File: config.mk
export PLATFORM = sky130hd
export DESIGN_NAME = ssrx_top
export DESIGN_NICKNAME = d
export VERILOG_FILES = /design/src/shared/ssrx_pkg.sv /design/src/ssrx_sync.sv /design/src/ssrx_top.sv
export VERILOG_INCLUDE_DIRS = /design/src /design/src/shared
export SDC_FILE = /design/constraint.sdc
export NUM_CORES = 1
export LEC_CHECK = 0
export BUFFER_PORTS_ARGS = -buffer_cell sky130_fd_sc_hd__buf_2
export CAP_MARGIN = 20
export CORE_MARGIN = 2
export CORE_UTILIZATION = 60
export DETAILED_ROUTE_END_ITERATION = 16
export GPL_ROUTABILITY_DRIVEN = 1
export GPL_TIMING_DRIVEN = 0
export PLACE_DENSITY_LB_ADDON = 0.12
export REMOVE_ABC_BUFFERS = 1
export SLEW_MARGIN = 10
export SYNTH_ARGS = -nofsm -noshare
export SYNTH_HDL_FRONTEND = slang
export SYNTH_SLANG_ARGS = --single-unit
File: constraint.sdc
create_clock -name MCLK_I -period 4.07 [get_ports MCLK_I]
set_input_delay 0 -clock MCLK_I [delete_from_list [all_inputs] [get_ports MCLK_I]]
set_output_delay 0 -clock MCLK_I [all_outputs]
set_load 0.01 [all_outputs]
File: src/shared/ssrx_defines.svh
// ssrx_defines.svh: offsets, field positions, encodings and counts of
// the clock-synchronous serial unit. assumes inclusion by bare name.
`ifndef SSRX_DEFINES_SVH
`define SSRX_DEFINES_SVH

// register offsets on the plain register port
`define SSRX_A_CTRL 8'h00
`define SSRX_A_DATA 8'h04
`define SSRX_A_STAT 8'h08
`define SSRX_A_ISTAT 8'h0C
`define SSRX_A_IEN 8'h10
`define SSRX_A_ICLR 8'h14

// serial_control_reg fields
`define SSRX_CTRL_START 7
`define SSRX_CTRL_INH 6
`define SSRX_CTRL_MODE_HI 5
`define SSRX_CTRL_MODE_LO 4
`define SSRX_CTRL_CLK_HI 2

// serial_status_reg fields and fixed reserved bits
`define SSRX_ST_ACTIVE 3
`define SSRX_ST_SHIFT 2
`define SSRX_ST_RSVD 8'hF3

// transfer_mode_field and clock_select_field encodings
`define SSRX_M_TX 2'h0
`define SSRX_M_RX 2'h1
`define SSRX_M_TXRX 2'h2
`define SSRX_CK_EXT 3'h7

// interrupt bits: byte complete, transfer stopped
`define SSRX_IRQ_DONE 0
`define SSRX_IRQ_STOP 1
`define SSRX_NIRQ 2

// last bit index of a byte; internal half period is base shifted by select
`define SSRX_LAST_BIT 3'h7
`define SSRX_DIV_BASE 8'h02

`endif

File: src/shared/ssrx_pkg.sv
// ssrx_pkg: types of the clock-synchronous serial unit.
// assumes the defines header sits on the include path.
package ssrx_pkg;
`include "ssrx_defines.svh"

// transfer sequencer, gray coded along idle -> shift -> wait
typedef enum logic [1:0] {
    SSRX_IDLE = 2'b00,
    SSRX_SHIFT = 2'b01,
    SSRX_WAIT = 2'b11
} ssrx_state_t;

typedef struct packed {
    logic start;
    logic inhibit;
    logic [1:0] mode;
    logic [2:0] clksel;
} ssrx_ctrl_t;

// pins arriving from outside the clock domain
typedef struct packed {
    logic sck;
    logic si;
} ssrx_pins_t;

typedef struct packed {
    ssrx_state_t state;
    ssrx_ctrl_t ctrl;
    logic [7:0] dbuf;
    logic [7:0] shreg;
    logic [2:0] bitcnt;
    logic [7:0] divcnt;
    logic active;
    logic rd_done;
    logic wr_done;
    logic sck;
    logic sck_oe;
    logic so;
    logic [`SSRX_NIRQ-1:0] irq_stat;
    logic [`SSRX_NIRQ-1:0] irq_en;
    logic irq;
    logic [7:0] rdata;
} ssrx_regs_t;

endpackage

File: src/ssrx_sync.sv
// ssrx_sync: two-flop synchronisers with edge detection, one per bit.
// assumes inputs asynchronous to clk_i; edges are seen two cycles late.
`timescale 1ns/10ps
`default_nettype none

module ssrx_sync #(
    parameter int W = 2
) (
    input wire logic clk_i,
    input wire logic rst_b_i,
    input wire logic ce_i,
    input wire logic [W-1:0] d_i,
    output logic [W-1:0] q_o,
    output logic [W-1:0] rise_o,
    output logic [W-1:0] fall_o
);

    typedef struct packed {
        logic [W-1:0] s1;
        logic [W-1:0] s2;
        logic [W-1:0] s3;
    } ssrx_sync_t;

    ssrx_sync_t s;
    ssrx_sync_t next_s;

    // refuse a width that leaves no bit to synchronise
    if (W < 1) begin : g_chk_w
        $error("ssrx_sync: W must be at least 1");
    end

    // s1 feeds only s2; edges compare s2 against s3
    always_comb begin
        next_s.s1 = d_i;
        next_s.s2 = s.s1;
        next_s.s3 = s.s2;
    end

    always_ff @(posedge clk_i or negedge rst_b_i) begin
        if (!rst_b_i) begin
            s <= '0;
        end else if (ce_i) begin
            s <= next_s;
        end
    end

    // per-bit edge detectors
    for (genvar i = 0; i < W; i++) begin : g_edge
        assign rise_o[i] = s.s2[i] & ~s.s3[i];
        assign fall_o[i] = ~s.s2[i] & s.s3[i];
    end
    assign q_o = s.s2;

endmodule // ssrx_sync

`default_nettype wire

File: src/ssrx_top.sv
// ssrx_top: clock-synchronous 8-bit serial unit, transmit, receive and
// transmit/receive modes, register port, serial pins and interrupt.
// assumes SCK_I/SI_I asynchronous; register port on MCLK_I.
//
// Notes on behaviour
// - with start set, shift serial input in, lsb first, on the serial clock
// - eight bits received move to the data buffer and raise the interrupt
// - internal clock, receive: clock stalls until buffer read
// - external clock, receive: shifts follow the pin clock, never stall
// - start cleared mid byte: finish byte into buffer, then drop active
// - inhibit set: abort at once, active drops, partial data invalid
// - buffer is cleared on mode change; software reads it first
// - transmit/receive: drive on falling, sample on rising, lsb first
// - transmit/receive: after eighth bit buffer loads, interrupt raised
// - internal clock, transmit/receive: stall until read and write done
// - output holds previous last bit until first falling clock
// - start cleared in transmit/receive: finish byte, then drop active
// - inhibit in transmit/receive aborts both directions immediately
// - two-bit mode field selects transmit, receive or both
// - clock select 111 takes pin clock, others drive seven internal rates
//
// The register addresses and strobed register access were chosen for this implementation.
`timescale 1ns/10ps
`default_nettype none

module ssrx_top
    import ssrx_pkg::*;
#(
    parameter int ADDR_W = 8
) (
    input wire logic MCLK_I,
    input wire logic RST_B_I,
    input wire logic CE_I,
    input wire logic [ADDR_W-1:0] ADDR_I,
    input wire logic [7:0] WDATA_I,
    input wire logic WR_I,
    input wire logic RD_I,
    output logic [7:0] RDATA_O,
    input wire logic SCK_I,
    output logic SCK_O,
    output logic SCK_OE_O,
    input wire logic SI_I,
    output logic SO_O,
    output logic IRQ_O
);

    // ------------------------------------------------------------------
    // declarations
    // ------------------------------------------------------------------
    localparam ssrx_regs_t REGS_RST = '{state: SSRX_IDLE, sck: 1'b1,
        sck_oe: 1'b1, default: '0};

    ssrx_regs_t r;
    ssrx_regs_t next_r;
    ssrx_pins_t pins_q;
    ssrx_pins_t pins_rise;
    ssrx_pins_t pins_fall;
    logic ext;
    logic tick;
    logic ev_fall;
    logic ev_rise;
    logic serviced;
    logic [7:0] shifted;
    logic [7:0] term;
    logic [7:0] addr;

    // the decoder reads address bits 7:0, so narrower ports are refused
    if (ADDR_W < 8) begin : g_chk_addr
        $error("ssrx_top: ADDR_W must be at least 8");
    end

    // ------------------------------------------------------------------
    // pin synchronisers
    // ------------------------------------------------------------------
    ssrx_sync #(
        .W(2)
    ) u_sync (
        .clk_i(MCLK_I),
        .rst_b_i(RST_B_I),
        .ce_i(CE_I),
        .d_i({SCK_I, SI_I}),
        .q_o(pins_q),
        .rise_o(pins_rise),
        .fall_o(pins_fall)
    );

    // ------------------------------------------------------------------
    // serial clock edges
    // ------------------------------------------------------------------
    // internal edges come from the divider, external ones from the pin
    assign addr = ADDR_I[7:0];
    assign ext = (r.ctrl.clksel == `SSRX_CK_EXT);
    assign term = (`SSRX_DIV_BASE << r.ctrl.clksel) - 8'h01;
    assign tick = !ext && (r.state == SSRX_SHIFT) && (r.divcnt == term);
    assign ev_fall = (r.state == SSRX_SHIFT)
        && (ext ? pins_fall.sck : (tick && r.sck));
    assign ev_rise = (r.state == SSRX_SHIFT)
        && (ext ? pins_rise.sck : (tick && !r.sck));
    assign shifted = {pins_q.si, r.shreg[7:1]};
    assign serviced = (r.rd_done || r.ctrl.mode == `SSRX_M_TX)
        && (r.wr_done || r.ctrl.mode == `SSRX_M_RX);

    // ------------------------------------------------------------------
    // next state
    // ------------------------------------------------------------------
    // bus effects first, engine after, so hardware sets win over clears
    always_comb begin
        next_r = r;
        next_r.rdata = 8'h00;
        if (WR_I) begin
            case (addr)
                `SSRX_A_CTRL: begin
                    next_r.ctrl = ssrx_ctrl_t'({WDATA_I[7:4],
                        WDATA_I[`SSRX_CTRL_CLK_HI:0]});
                    if (WDATA_I[`SSRX_CTRL_MODE_HI:`SSRX_CTRL_MODE_LO]
                            != r.ctrl.mode) begin
                        next_r.dbuf = 8'h00;
                    end
                    if (WDATA_I[`SSRX_CTRL_START]
                            && !WDATA_I[`SSRX_CTRL_INH]
                            && r.state == SSRX_IDLE
                            && WDATA_I[`SSRX_CTRL_MODE_HI:`SSRX_CTRL_MODE_LO]
                            != 2'h3) begin
                        next_r.state = SSRX_SHIFT;
                        next_r.active = 1'b1;
                        next_r.bitcnt = 3'h0;
                        next_r.divcnt = 8'h00;
                        next_r.sck = 1'b1;
                    end
                end
                `SSRX_A_DATA: begin
                    next_r.dbuf = WDATA_I;
                    next_r.wr_done = 1'b1;
                end
                `SSRX_A_IEN: next_r.irq_en = WDATA_I[`SSRX_NIRQ-1:0];
                `SSRX_A_ICLR: next_r.irq_stat = r.irq_stat
                    & ~WDATA_I[`SSRX_NIRQ-1:0];
                default: ;
            endcase
        end
        if (RD_I) begin
            case (addr)
                `SSRX_A_CTRL: next_r.rdata = {r.ctrl.start, r.ctrl.inhibit,
                    r.ctrl.mode, 1'b0, r.ctrl.clksel};
                `SSRX_A_DATA: begin
                    next_r.rdata = r.dbuf;
                    next_r.rd_done = 1'b1;
                end
                `SSRX_A_STAT: begin
                    next_r.rdata = `SSRX_ST_RSVD;
                    next_r.rdata[`SSRX_ST_ACTIVE] = r.active;
                    next_r.rdata[`SSRX_ST_SHIFT] = (r.state == SSRX_SHIFT);
                end
                `SSRX_A_ISTAT: next_r.rdata = {6'h00, r.irq_stat};
                `SSRX_A_IEN: next_r.rdata = {6'h00, r.irq_en};
                default: next_r.rdata = 8'h00;
            endcase
        end
        // sequencer
        case (r.state)
            SSRX_SHIFT: begin
                if (!ext) begin
                    next_r.divcnt = tick ? 8'h00 : r.divcnt + 8'h01;
                    if (tick) begin
                        next_r.sck = !r.sck;
                    end
                end
                // drive on falling; first falling reloads from buffer
                if (ev_fall && r.ctrl.mode != `SSRX_M_RX) begin
                    if (r.bitcnt == 3'h0) begin
                        next_r.shreg = r.dbuf;
                        next_r.so = r.dbuf[0];
                    end else begin
                        next_r.so = r.shreg[0];
                    end
                end
                if (ev_rise) begin
                    next_r.shreg = shifted;
                    next_r.bitcnt = r.bitcnt + 3'h1;
                    if (r.bitcnt == `SSRX_LAST_BIT) begin
                        if (r.ctrl.mode != `SSRX_M_TX) begin
                            next_r.dbuf = shifted;
                        end
                        next_r.irq_stat[`SSRX_IRQ_DONE] = 1'b1;
                        next_r.rd_done = 1'b0;
                        next_r.wr_done = 1'b0;
                        if (!next_r.ctrl.start) begin
                            next_r.state = SSRX_IDLE;
                            next_r.active = 1'b0;
                            next_r.irq_stat[`SSRX_IRQ_STOP] = 1'b1;
                        end else if (!ext) begin
                            next_r.state = SSRX_WAIT;
                        end
                    end
                end
            end
            SSRX_WAIT: begin
                // clock parked high until software has serviced the buffer
                if (!next_r.ctrl.start) begin
                    next_r.state = SSRX_IDLE;
                    next_r.active = 1'b0;
                    next_r.irq_stat[`SSRX_IRQ_STOP] = 1'b1;
                end else if (serviced) begin
                    next_r.state = SSRX_SHIFT;
                    next_r.divcnt = 8'h00;
                end
            end
            default: ;
        endcase
        // inhibit overrides everything; buffer contents left undefined
        if (next_r.ctrl.inhibit && r.active) begin
            next_r.state = SSRX_IDLE;
            next_r.active = 1'b0;
            next_r.sck = 1'b1;
            next_r.bitcnt = 3'h0;
            next_r.irq_stat[`SSRX_IRQ_STOP] = 1'b1;
        end
        next_r.sck_oe = (next_r.ctrl.clksel != `SSRX_CK_EXT);
        next_r.irq = |(next_r.irq_stat & next_r.irq_en);
    end

    // ------------------------------------------------------------------
    // state register
    // ------------------------------------------------------------------
    always_ff @(posedge MCLK_I or negedge RST_B_I) begin
        if (!RST_B_I) begin
            r <= REGS_RST;
        end else if (CE_I) begin
            r <= next_r;
        end
    end

    // outputs straight from flops
    assign RDATA_O = r.rdata;
    assign SCK_O = r.sck;
    assign SCK_OE_O = r.sck_oe;
    assign SO_O = r.so;
    assign IRQ_O = r.irq;

    // ------------------------------------------------------------------
    // assertions
    // ------------------------------------------------------------------
    property p_byte_irq;
        @(posedge MCLK_I) disable iff (!RST_B_I || !CE_I)
        (ev_rise && r.bitcnt == 3'h7) |=> r.irq_stat[`SSRX_IRQ_DONE]
            && r.bitcnt == 3'h0;
    endproperty
    a_byte_irq: assert property (p_byte_irq)
        else $error("byte completion did not flag the interrupt");

    property p_rx_lsb;
        @(posedge MCLK_I) disable iff (!RST_B_I || !CE_I)
        ev_rise |=> r.shreg[7] == $past(pins_q.si);
    endproperty
    a_rx_lsb: assert property (p_rx_lsb)
        else $error("sampled bit not shifted in at the top");

    property p_wait_stall;
        @(posedge MCLK_I) disable iff (!RST_B_I || !CE_I)
        (r.state == SSRX_WAIT && !serviced && next_r.ctrl.start
            && !next_r.ctrl.inhibit) |=> r.state == SSRX_WAIT && r.sck;
    endproperty
    a_wait_stall: assert property (p_wait_stall)
        else $error("serial clock resumed before buffer serviced");

    property p_inhibit;
        @(posedge MCLK_I) disable iff (!RST_B_I || !CE_I)
        (WR_I && addr == `SSRX_A_CTRL && WDATA_I[`SSRX_CTRL_INH]
            && r.active) |=> !r.active && r.state == SSRX_IDLE;
    endproperty
    a_inhibit: assert property (p_inhibit)
        else $error("inhibit did not abort the transfer");

    property p_stop_after_byte;
        @(posedge MCLK_I) disable iff (!RST_B_I || !CE_I)
        (ev_rise && r.bitcnt == 3'h7 && !next_r.ctrl.start)
            |=> !r.active && r.state == SSRX_IDLE;
    endproperty
    a_stop_after_byte: assert property (p_stop_after_byte)
        else $error("active flag not cleared after final byte");

    property p_first_bit;
        @(posedge MCLK_I) disable iff (!RST_B_I || !CE_I)
        (ev_fall && r.bitcnt == 3'h0 && r.ctrl.mode != `SSRX_M_RX)
            |=> SO_O == $past(r.dbuf[0]);
    endproperty
    a_first_bit: assert property (p_first_bit)
        else $error("first bit not driven from buffer lsb");

    property p_hold_last;
        @(posedge MCLK_I) disable iff (!RST_B_I || !CE_I)
        // the output may only move at a falling serial clock
        !ev_fall |=> $stable(SO_O);
    endproperty
    a_hold_last: assert property (p_hold_last)
        else $error("serial output moved away from a falling clock");

    property p_ext_no_stall;
        @(posedge MCLK_I) disable iff (!RST_B_I || !CE_I)
        (ext && r.state != SSRX_IDLE) |-> r.state != SSRX_WAIT;
    endproperty
    a_ext_no_stall: assert property (p_ext_no_stall)
        else $error("external clock mode entered a wait state");

    property p_idle_clock;
        @(posedge MCLK_I) disable iff (!RST_B_I || !CE_I)
        (r.state == SSRX_IDLE) |=> $stable(SCK_O) || r.state != SSRX_IDLE;
    endproperty
    a_idle_clock: assert property (p_idle_clock)
        else $error("serial clock toggled while idle");

    c_byte: cover property (@(posedge MCLK_I) ev_rise && r.bitcnt == 3'h7);
    c_wait: cover property (@(posedge MCLK_I) r.state == SSRX_WAIT
        ##1 r.state == SSRX_SHIFT);
    c_abort: cover property (@(posedge MCLK_I) $fell(r.active)
        && r.ctrl.inhibit);

endmodule // ssrx_top

`default_nettype wire

# Word-level counts from Yosys, hierarchy flattened
# Cells that the tools add are included.
[word_totals]
inputBits = 23
regBits = 61
output_inout_bits = 12
[classes]
eq_ne = 15
shift = 1
n_mux = 56
n_reduce_logical = 28
n_bitwise = 7
addsub = 3
[op_table]
columns = ["cell", "n"]
rows = [
  ["8-bit 2-to-1 mux", 10],
  ["8-bit one-hot mux with 5 select lines", 1],
  ["19-bit 2-to-1 mux", 2],
  ["12-bit 2-to-1 mux", 3],
  ["2-bit 2-to-1 mux", 13],
  ["9-bit one-hot mux with 2 select lines", 1],
  ["17-bit 2-to-1 mux", 1],
  ["8-bit by 4-bit == test with 1-bit output, second input constant", 2],
  ["8-bit by 5-bit == test with 1-bit output, second input constant", 2],
  ["1-bit 2-to-1 mux", 16],
  ["8-bit one-hot mux with 2 select lines", 1],
  ["1-bit logical AND", 12],
  ["3-bit 2-to-1 mux", 4],
  ["9-bit 2-to-1 mux", 1],
  ["8-bit by 1-bit adder with 8-bit output, second input constant", 1],
  ["8-bit by 3-bit == test with 1-bit output, second input constant", 1],
  ["8-bit == test", 1],
  ["8-bit zero test", 1],
  ["2-bit by 3-bit left shift with 8-bit output, first input constant", 1],
  ["8-bit by 1-bit subtractor with 8-bit output, second input constant", 1],
  ["3-bit == test, second input constant", 2],
  ["3-bit AND reduction", 2],
  ["2-bit nonzero test", 3],
  ["2-bit AND", 2],
  ["other kinds (19)", 26],
]

# Depth between registers and ports, before layout
# Gate-level depths: netlist of run 1.
[logic_depth]
word_depth = 14
depth_mapped = 11

# By module
# From an unflattened synthesis of run 1, not the netlist that was laid out.
[hier_totals]
cells_unflattened = 380
area_unflattened_um2 = 3633.5
[modules_own_cells]
columns = ["module", "seq_area_each_um2", "cells_per_inst", "area_each_um2", "instances"]
rows = [
  ["ssrx_top", 1378.8, 361, 3342.0, 1],
  ["ssrx_sync", 150.1, 19, 291.5, 1],
]

# Least setup slack after synthesis of run 1
# No wires, ideal clock.
[synth_timing]
kind = "register to register"
startpoint = "register r[47] (netlist bit)"
endpoint = "register r[32] (netlist bit)"
arrival_time_ns = 2.724
path_stages_with_launch = 11
slack_ns = 1.222
setup_ns = 0.125
path_buffers = 1
path_cell_list = "dfrtp_1 > buf_4 > nor2_1 > nand2_1 > ha_1 > or4_1 > o211ai_1 > a32oi_1 > a221oi_4 > mux2_1 > mux2_2"
[synth_between]
elab_chain_len = 10
elab_cells_between_ends = 18
classes_between = "add/sub (1); eq/ne (2); shift (1); mux (3); reduce/logical (11)"
[synth_lines]
columns = ["item", "line_no", "source"]
rows = [
  ["start, declared", "ssrx_top.sv:53", "ssrx_regs_t r;"],
  ["start signal, assigned", "ssrx_top.sv:229", "r <= next_r;"],
  ["2-bit by 3-bit left shift with 8-bit output (no line) / 3-bit == test (equally long branches)", "-", ""],
  ["8-bit by 1-bit subtractor with 8-bit output / 1-bit zero test (equally long branches)", "-", ""],
  ["8-bit == test / 1-bit logical AND (equally long branches)", "ssrx_top.sv:94", "assign tick = !ext && (r.state == SSRX_SHIFT) && (r.divcnt == term);"],
  ["1-bit logical AND", "ssrx_top.sv:94", ""],
  ["1-bit logical AND", "ssrx_top.sv:96", "&& (ext ? pins_fall.sck : (tick && r.sck));"],
  ["1-bit 2-to-1 mux", "ssrx_top.sv:96", ""],
  ["1-bit logical AND", "ssrx_top.sv:96", ""],
  ["1-bit logical AND (no line)", "-", ""],
  ["2-bit nonzero test (no line)", "-", ""],
  ["4-bit AND reduction (no line)", "-", ""],
]
# Parallel ways exist; a longest one is shown, timed or not.
# A chain may end at the register's enable or synchronous reset.

# Worst setup path after layout of run 1
[layout_timing]
startpoint = "register r[47] (netlist bit)"
endpoint = "register r[33] (netlist bit)"
# Same word-level chain as after synthesis.

==> run metrics, run 1 <==
worst skew pair latency ~0.35 ns; Root Buffer clkbuf_8; Yosys reg bits 60; CTS Sinks 60; Post-CTS Hold Fix Bufs 11; clock skew 0.01119 ns; synth cell count leaders dfrtp_1 (58), nand2_1 (31), mux2_2 (22), inv_1 (20), a31oi_1 (19); via-per-instance ratio 6.590; H-tree level count 3; Hold Path Depth 3; synth unique cells 70; max-cap violation count 0; Worst Max-Slew Pin Slew roughly 0.9 ns; Hold EP r[10]; largest area contributor in the netlist dfrtp_1; Critical Path AT around 3.8 ns; Max-slew headroom 39.62%; initial antenna violation count 0; PD cells roughly 320 mW/mm^2; # Post-CTS Setup Buffers 0; fin crit period ~3.6 ns; Post-synth ARST share 100.0%; mapped cell area 0.003809 sq mm; Num CTS Buffers 9; Tot GR Track Use 27.50%; layout cells sized above 1 about a fifth; # setup viols final 0; first-pass GRT wire length 15.41 mm; post-detail-place hpwl 6.440 mm; antenna cells 0; largest net degree at the start of global routing 61; top-count cell post-synth dfrtp_1; PnR Total Power 1.326 mW; Vias 3229; Achievable Freq 0.2815 GHz; Synth Instances 382; Total Neg Setup Slack 0 ns; main area contributors after synthesis dfrtp_1 (38%), mux2_2 (6.5%), mux2i_1 (3.7%), a31oi_1 (3.1%), nand2_1 (3.1%); Post-layout nets approximately 440; Final Hold Fails 0; clock buffer depth 2; total routed wirelength 9.173 mm; antenna-violating nets left 0; Die ar. 0.007001 sq mm; unrepaired setup endpoints after global routing false; DR pass1 iterations 5; maximum VDD drop about 0.33 mV; CP Max Fanout 15; # fillers 502; initial DRC count 218; top cell type's share of synthesized area 38.11%; die height 83.67 microns; Initial Util 61.03%; Startpoint Class flop; Syn Area/Cell around 10 sq um; gr ovfl total 0; Seq/Total Area, Yosys 39.49%; Synth Flop Type dfrtp_1; worst path required time 4.31 ns; hold path startpoint WR_I; Die X about 84 microns; Worst R2R Start r[47]; TritonCTS clock tree yes; worst hold path class in -> reg; status complete, no violations; Syn. warnings 0; Avg WL per Cell 18.72 microns; R2R depth 9; DRC 0; vias in the first global route 3108; Lkg Pwr 1.831 nW; critical path type reg -> reg; num ports 35; Port Buffers 34; Post-CTS Resized 0; Area growth, synth to finish 10.45%; clock-pin slew on the worst setup and hold paths 0.08 ns; period utilization 87.28%; Routability Congestion 0.9044; max-slew violation count 0; Critical Path End Type flop; reg2reg end r[33]; core area 0.006241 sq mm; R2R setup slack between 0.5 and 0.6 ns; number of flops mapped to enable cells by yosys 0; row cnt 29
==> metrics by stage <==
step / worst slack, ns / util, % / std cells / hold WS [ns] / area, sq um
2_1_floorplan: 1.021 / - / 352 / -0.2956 / 3640
6_report: 0.5177 / 67.40 / 490 / 0.07751 / 4207
3_3_place_gp: 0.6108 / 62.59 / 463 / 0.2320 / 3906
5_1_grt: 0.2564 / 67.40 / 490 / 0.09034 / 4207
4_1_cts: 0.5149 / 67.40 / 490 / 0.05488 / 4207
3_5_place_dp: 0.5179 / 62.63 / 463 / 0.1181 / 3909
==> metal layers <==
metal	up-vias	part of all wire (%)	global-route usage (%)
met5	-	0	0
met4	0	2.1	12.61
met3	17	6.9	5.341
met2	103	46	40.58
met1	1603	45	39.24
li1	1506	-	-
==> area by class of cell <==
type | count | area [sq um] | share of cell area (%)
multi-input cells | 272 | 2061 | 48.99
flip-flops and latches | 60 | 1504 | 35.75
repair buffers | 45 | 282.8 | 6.722
clock buffers | 11 | 151.4 | 3.599
well taps | 77 | 96.34 | 2.290
inverters | 20 | 75.07 | 1.785
clock inverters | 5 | 36.28 | 0.8626
==> flip-flops by register name, indices dropped and copies added (netlist names) <==
name / count
IRQ_O: 1
RDATA_O: 8
SCK_O: 1
SCK_OE_O: 1
SO_O: 1
r: 43
u_sync.next_s: 2
u_sync.q_o: 2
u_sync.s: 1
==> critical path: stages, from the launching register on <==
cell and delay [ns]:
dfrtp_1 0.57, nor2_1 0.24, nand2_1 0.08, ha_1 0.30
or4_1 0.50, o211ai_1 0.14, a32oi_1 0.19, a221oi_4 0.75
mux2_1 0.39, mux2_2 0.26
==> cells by family after synthesis <==
| family | share of synthesized area [%] |
|---|---|
| muxes | 11.37 |
| and+or+nand+nor | 17.18 |
| buffers and inverters | 6.406 |
| adders and majority gates | 1.643 |
| DFF | 39.49 |
| xor gates and xnor gates | 1.150 |
| AOI/OAI and AO/OA | 22.77 |
==> worst max path at each step <==
stage | from | end | slack, ns | depth (start not counted)
after CTS | r[47] | r[33] | 0.51 | 9
after global routing | r[47] | r[32] | 0.26 | 9
after global placement | r[47] | r[33] | 0.61 | 9
after detailed placement | r[47] | r[33] | 0.52 | 9
final | r[47] | r[33] | 0.52 | 9
after floorplan | r[47] | r[32] | 1.02 | 9
==> power breakdown <==
| group | switching (mW) | leakage (nW) | internal [mW] | total, mW |
|---|---|---|---|---|
| clock network | 0.255 | 0.0876 | 0.254 | 0.509 |
| registers | 0.0349 | 0.768 | 0.625 | 0.660 |
| logic | 0.0860 | 0.976 | 0.0701 | 0.156 |
| total | 0.376 | 1.83 | 0.949 | 1.33 |
==> cells in the final DEF (no fill, tap or decap), types with 4 or more instances in the layout <==
master,n
nor3_1,7
mux2i_1,14
and3_1,13
and2_1,4
mux2_2,22
nor2b_1,6
a221oi_1,6
a21oi_1,11
or3b_1,5
ha_1,5
o21ai_0,11
o2bb2ai_1,10
buf_2,33
dlygate4sd3_1,11
nor2_1,9
o211ai_1,12
a221o_1,4
nand2_1,31
nand3_1,6
nand4_1,6
mux2_1,4
clkbuf_8,11
a31oi_1,19
dfrtp_1,58
inv_1,20
No activity file was read; power rests on OpenSTA's default activity.
==> run 2: changes to the inputs <==
Settings changed: CORE_UTILIZATION 60 to 62, CTS_BUF_LIST set to sky130_fd_sc_hd__clkbuf_4.
==> run metrics, run 2 (synthesis results as in run 1) <==
status complete, no violations; fin worst setup slack 0.5145 ns; Setup WS pre-CTS 0.5616 ns; DRC 0; CTS Sinks 60; Routability Congestion 0.8689; Critical Path End Type flop; Startpoint Class flop; PD cells ~310 mW/mm^2; maximum VDD drop 0.2763 mV; fin crit period 3.555 ns; PnR Total Power between 1 and 1.5 mW; Die X between 80 and 90 microns; Lkg Pwr 1.836 nW; Register Area ~0.0015 sq mm; row cnt 28; post-layout util 70.75%; Root Buffer clkbuf_4; Finished Cell Area 0.004189 sq mm; DR pass1 iterations 5; # fillers between 400 and 500; max-slew violation count 0; Non-Filler Instances 489; clock buffer depth 2; # setup viols final 0; TritonCTS clock tree yes; antenna cells 0; most common cell after layout, fill and taps aside dfrtp_1; Achievable Freq 0.2813 GHz; gr ovfl total 0; Final Hold Fails 0; H-tree level count 3; antenna-violating nets left 0; Num CTS Buffers 9; period utilization 87.36%; die height around 82 microns; Vias 3281; critical path type reg -> reg; Avg WL per Cell 19.51 microns; clock skew about 0.018 ns; Largest register FFs 43; Total Neg Setup Slack 0 ns; dpl cells about 460; Critical Path AT about 3.9 ns; worst skew pair latency 0.41 ns; total routed wirelength 9.541 mm; Post-layout nets 438; Worst Max-Slew Pin Slew 0.9060 ns; Top reg by flops r; CP Max Fanout 15; post-detail-place hpwl ~6.5 mm; Port Buffers 34; clock-pin slew on the worst setup and hold paths 0.10 ns; unrepaired setup endpoints after global routing false; worst hold path class in -> reg; Post-CTS Resized 0; num ports 35; Die ar. 0.006786 sq mm; highest-count cells in the layout ignoring fill and taps dfrtp_1 (58), buf_2 (33), nand2_1 (31); via-per-instance ratio ~6.7; Tot GR Track Use 31.03%; first-pass GRT wire length 15.63 mm; max-cap violation count 0; vias in the first global route 3210; worst path required time about 4.4 ns; initial DRC count about 280; Max-slew headroom 39.10%; area of the multi-input gates 0.002061 sq mm; largest net degree at the start of global routing 61; Area growth, synth to finish 9.987%; DP Area 0.003906 sq mm; final hold slack around 0.027 ns; layout cells sized above 1 20.77%; initial antenna violation count 0; core area 0.005921 sq mm; Initial Util 64.33%
[run 2: changes by cell type in the layout (fill, tap and decap cells not counted), sizes merged]
cell         before  now
clkinvlp          3    0
bufinv            0    2
dlygate4sd3      11   13
clkinv            2    3
clkbuf           11   10
[run 2: final timing paths]
check	start	to	slack, ns	depth (start not counted)
min reg2reg	SCK_OE_O	SCK_OE_O	0.48	2
max	r[47]	r[32]	0.51	9
min in group asynchronous	RST_B_I	RDATA_O[0]	0.18	2
max in group asynchronous	RST_B_I	u_sync.next_s[2]	3.38	2
max reg2reg	r[47]	r[32]	0.51	9
min	ADDR_I[5]	r[11]	0.03	5
[run 2: cell type report]
type,count,share of cell area (%)
clock buffer,10,1.792
clock inverter,5,1.852
inverter,20,1.792
multi-input combinational,272,49.19
sequential,60,35.90
tap,75,2.240
timing repair buffer,47,7.228
[run 2: critical path: stages (launching register included)]
cell and delay [ns]:
dfrtp_1 0.58, nor2_1 0.25, nand2_1 0.09, ha_1 0.30, or4_1 0.49, o211ai_1 0.13
a32oi_1 0.20, a221oi_4 0.76, mux2_1 0.38, mux2_2 0.26
[run 2: routing by layer]
layer / vias up / global-route usage [%] / share of wire [%]
li1: 1502 / - / -
met1: 1636 / 41.08 / 44
met2: 114 / 49.35 / 48
met3: 29 / 6.413 / 5.1
met4: 0 / 13.17 / 2.8
met5: - / 0 / 0
[run 2: power by group]
| group | total, mW | switching, mW | internal [mW] | leakage, nW |
|---|---|---|---|---|
| sequential | 0.660 | 0.0349 | 0.625 | 0.768 |
| combinational | 0.160 | 0.0880 | 0.0715 | 0.984 |
| clock | 0.477 | 0.226 | 0.251 | 0.0839 |
[run 2: what timing repair did]
item / in CTS / in global routing
hold buffers: 13 / 0
setup buffers: 0 / 0
endpoints found under the hold margin: 78 / 0
==> run 3: changes to the inputs <==
Settings changed: REMOVE_ABC_BUFFERS 1 to unset, SLEW_MARGIN 10 to 5.
==> run metrics, run 3 (synthesis results as in run 1) <==
Area growth, synth to finish 14.91%; Total Neg Setup Slack 0 ns; Max-slew headroom 41.59%; Die ar. 0.006786 sq mm; final hold slack 0.01653 ns; Tot GR Track Use 32.76%; max-slew violation count 0; Register Area 0.001504 sq mm; first-pass GRT wire length 16.52 mm; layout cells sized above 1 between 20% and 30%; clock skew 0.01369 ns; CP max stage delay roughly 0.5 ns; row cnt 28; initial antenna violation count 0; Worst R2R Start r[48]; total routed wirelength 10.03 mm; Routability Congestion 0.8983; unrepaired setup endpoints after global routing false; Critical Path End Type flop; DRC 0; num ports 35; syn nets 410; Port Buffers 33; highest-count cells in the layout ignoring fill and taps dfrtp_1 (58), buf_2 (39), nand2_1 (31); R2R setup slack 0.78 ns; PD cells 300.6 mW/mm^2; die height 82.38 microns; clock-pin slew on the worst setup and hold paths 0.11 ns; gr ovfl total 0; Largest register FFs 43; antenna cells 0; period utilization 80.77%; antenna-violating nets left 0; Root Buffer clkbuf_4; Final Hold Fails 0; reg2reg end r[27]; Lkg Pwr 1.950 nW; Top reg by flops r; Post-layout nets 468; worst path required time 4.38 ns; max-cap violation count 0; hold path startpoint ADDR_I[5]; maximum VDD drop about 0.27 mV; worst skew pair latency 0.42 ns; Hold EP r[11]; Num CTS Buffers 9; status complete, no violations; core area 0.005921 sq mm; post-detail-place hpwl roughly 7 mm; initial DRC count about 330; TritonCTS clock tree yes; crit path cell chain buf_4, nor2_1, nand2_1, ha_1, or4_1, o211ai_1, a32oi_1, a221oi_4, buf_6, o21ai_1, mux2_2; fin crit period 3.287 ns; Worst Max-Slew Pin Slew between 0.8 and 0.9 ns; Initial Util 64.33%; most common cell after layout, fill and taps aside dfrtp_1; Hold Path Depth 5; post-layout util 73.92%; # fillers 435; DR pass1 iterations 8; vias in the first global route 3359; H-tree level count 3; Critical Path AT 3.60 ns; area of the multi-input gates slightly above 0.002 sq mm; Die X 82.38 microns; Vias 3434; Worst path slowest cell or4_1; CP Max Fanout 10; CTS Sinks 60; # setup viols final 0; worst hold path class in -> reg; Avg WL per Cell 19.29 microns; R2R depth 11; Post-CTS Resized 0; Startpoint Class flop; critical path type reg -> reg; Achievable Freq 0.3042 GHz; clock buffer depth 2; largest net degree at the start of global routing 37; via-per-instance ratio 6.604
## run 3: cell count changes in the layout (fill, tap and decap cells not counted), sizes merged
| cell | previous run | this run |
|---|---|---|
| buf | 34 | 52 |
| clkbuf | 10 | 21 |
| clkinv | 3 | 4 |
| clkinvlp | 0 | 1 |
## run 3: routing by layer
metal,routed length (microns),vias to the layer above,track usage [%]
li1,-,1574,-
met5,0,-,0
met1,4388,1683,44.66
met3,655,24,6.413
met2,4753,153,51.21
met4,236,0,13.33
## run 3: layout make-up
cell class	instances	area share (%)
timing repair buffer	47	7.204
inverter	20	1.715
clock inverter	7	2.087
buffer	30	3.859
tap	75	2.144
multi-input combinational	272	47.08
clock buffer	9	1.544
sequential	60	34.36
## run 3: power by group
part	switching [mW]	leakage (nW)	internal [mW]
clock	0.239	0.0857	0.247
combinational	0.0976	1.10	0.0756
sequential	0.0315	0.768	0.625
total	0.368	1.95	0.947
## run 3: worst max path at each step
stage | startpoint | end | slack (ns) | cells past startpoint
finish | r[48] | r[27] | 0.78 | 11
global route | r[48] | r[27] | 0.59 | 11
CTS | r[47] | r[27] | 0.80 | 11
detailed placement | r[47] | r[27] | 0.84 | 11
global placement | r[48] | r[32] | 0.94 | 10
floorplan | r[47] | r[32] | 1.22 | 10
## run 3: per-stage QoR
| step | std cells | power, mW | setup WS [ns] | instance area [sq um] |
|---|---|---|---|---|
| 6_report | 520 | 1.315 | 0.7825 | 4377 |
| 5_1_grt | 520 | 1.368 | 0.5947 | 4377 |
| 4_1_cts | 520 | 1.315 | 0.7996 | 4377 |
| 3_5_place_dp | 491 | 0.8263 | 0.8356 | 4088 |
| 3_3_place_gp | 490 | 0.8178 | 0.9363 | 4068 |
| 2_1_floorplan | 382 | 0.7579 | 1.222 | 3809 |
## run 3: repair_timing
action / 4_1_cts / 5_1_grt
hold buffers: 13 / 0
endpoints found under the hold margin: 44 / 0
endpoints found under the setup margin: 0 / 0
setup buffers: 0 / 0
## run 3: critical path, delay by kind of cell (launching register included)
| kind | cells | cell delay [ns] |
|---|---|---|
| mux | 1 | 0.30 |
| buf+inv | 2 | 0.44 |
| flops | 1 | 0.45 |
| compound gates | 4 | 0.96 |
| simple gates | 3 | 0.73 |
| fa+ha+maj | 1 | 0.29 |
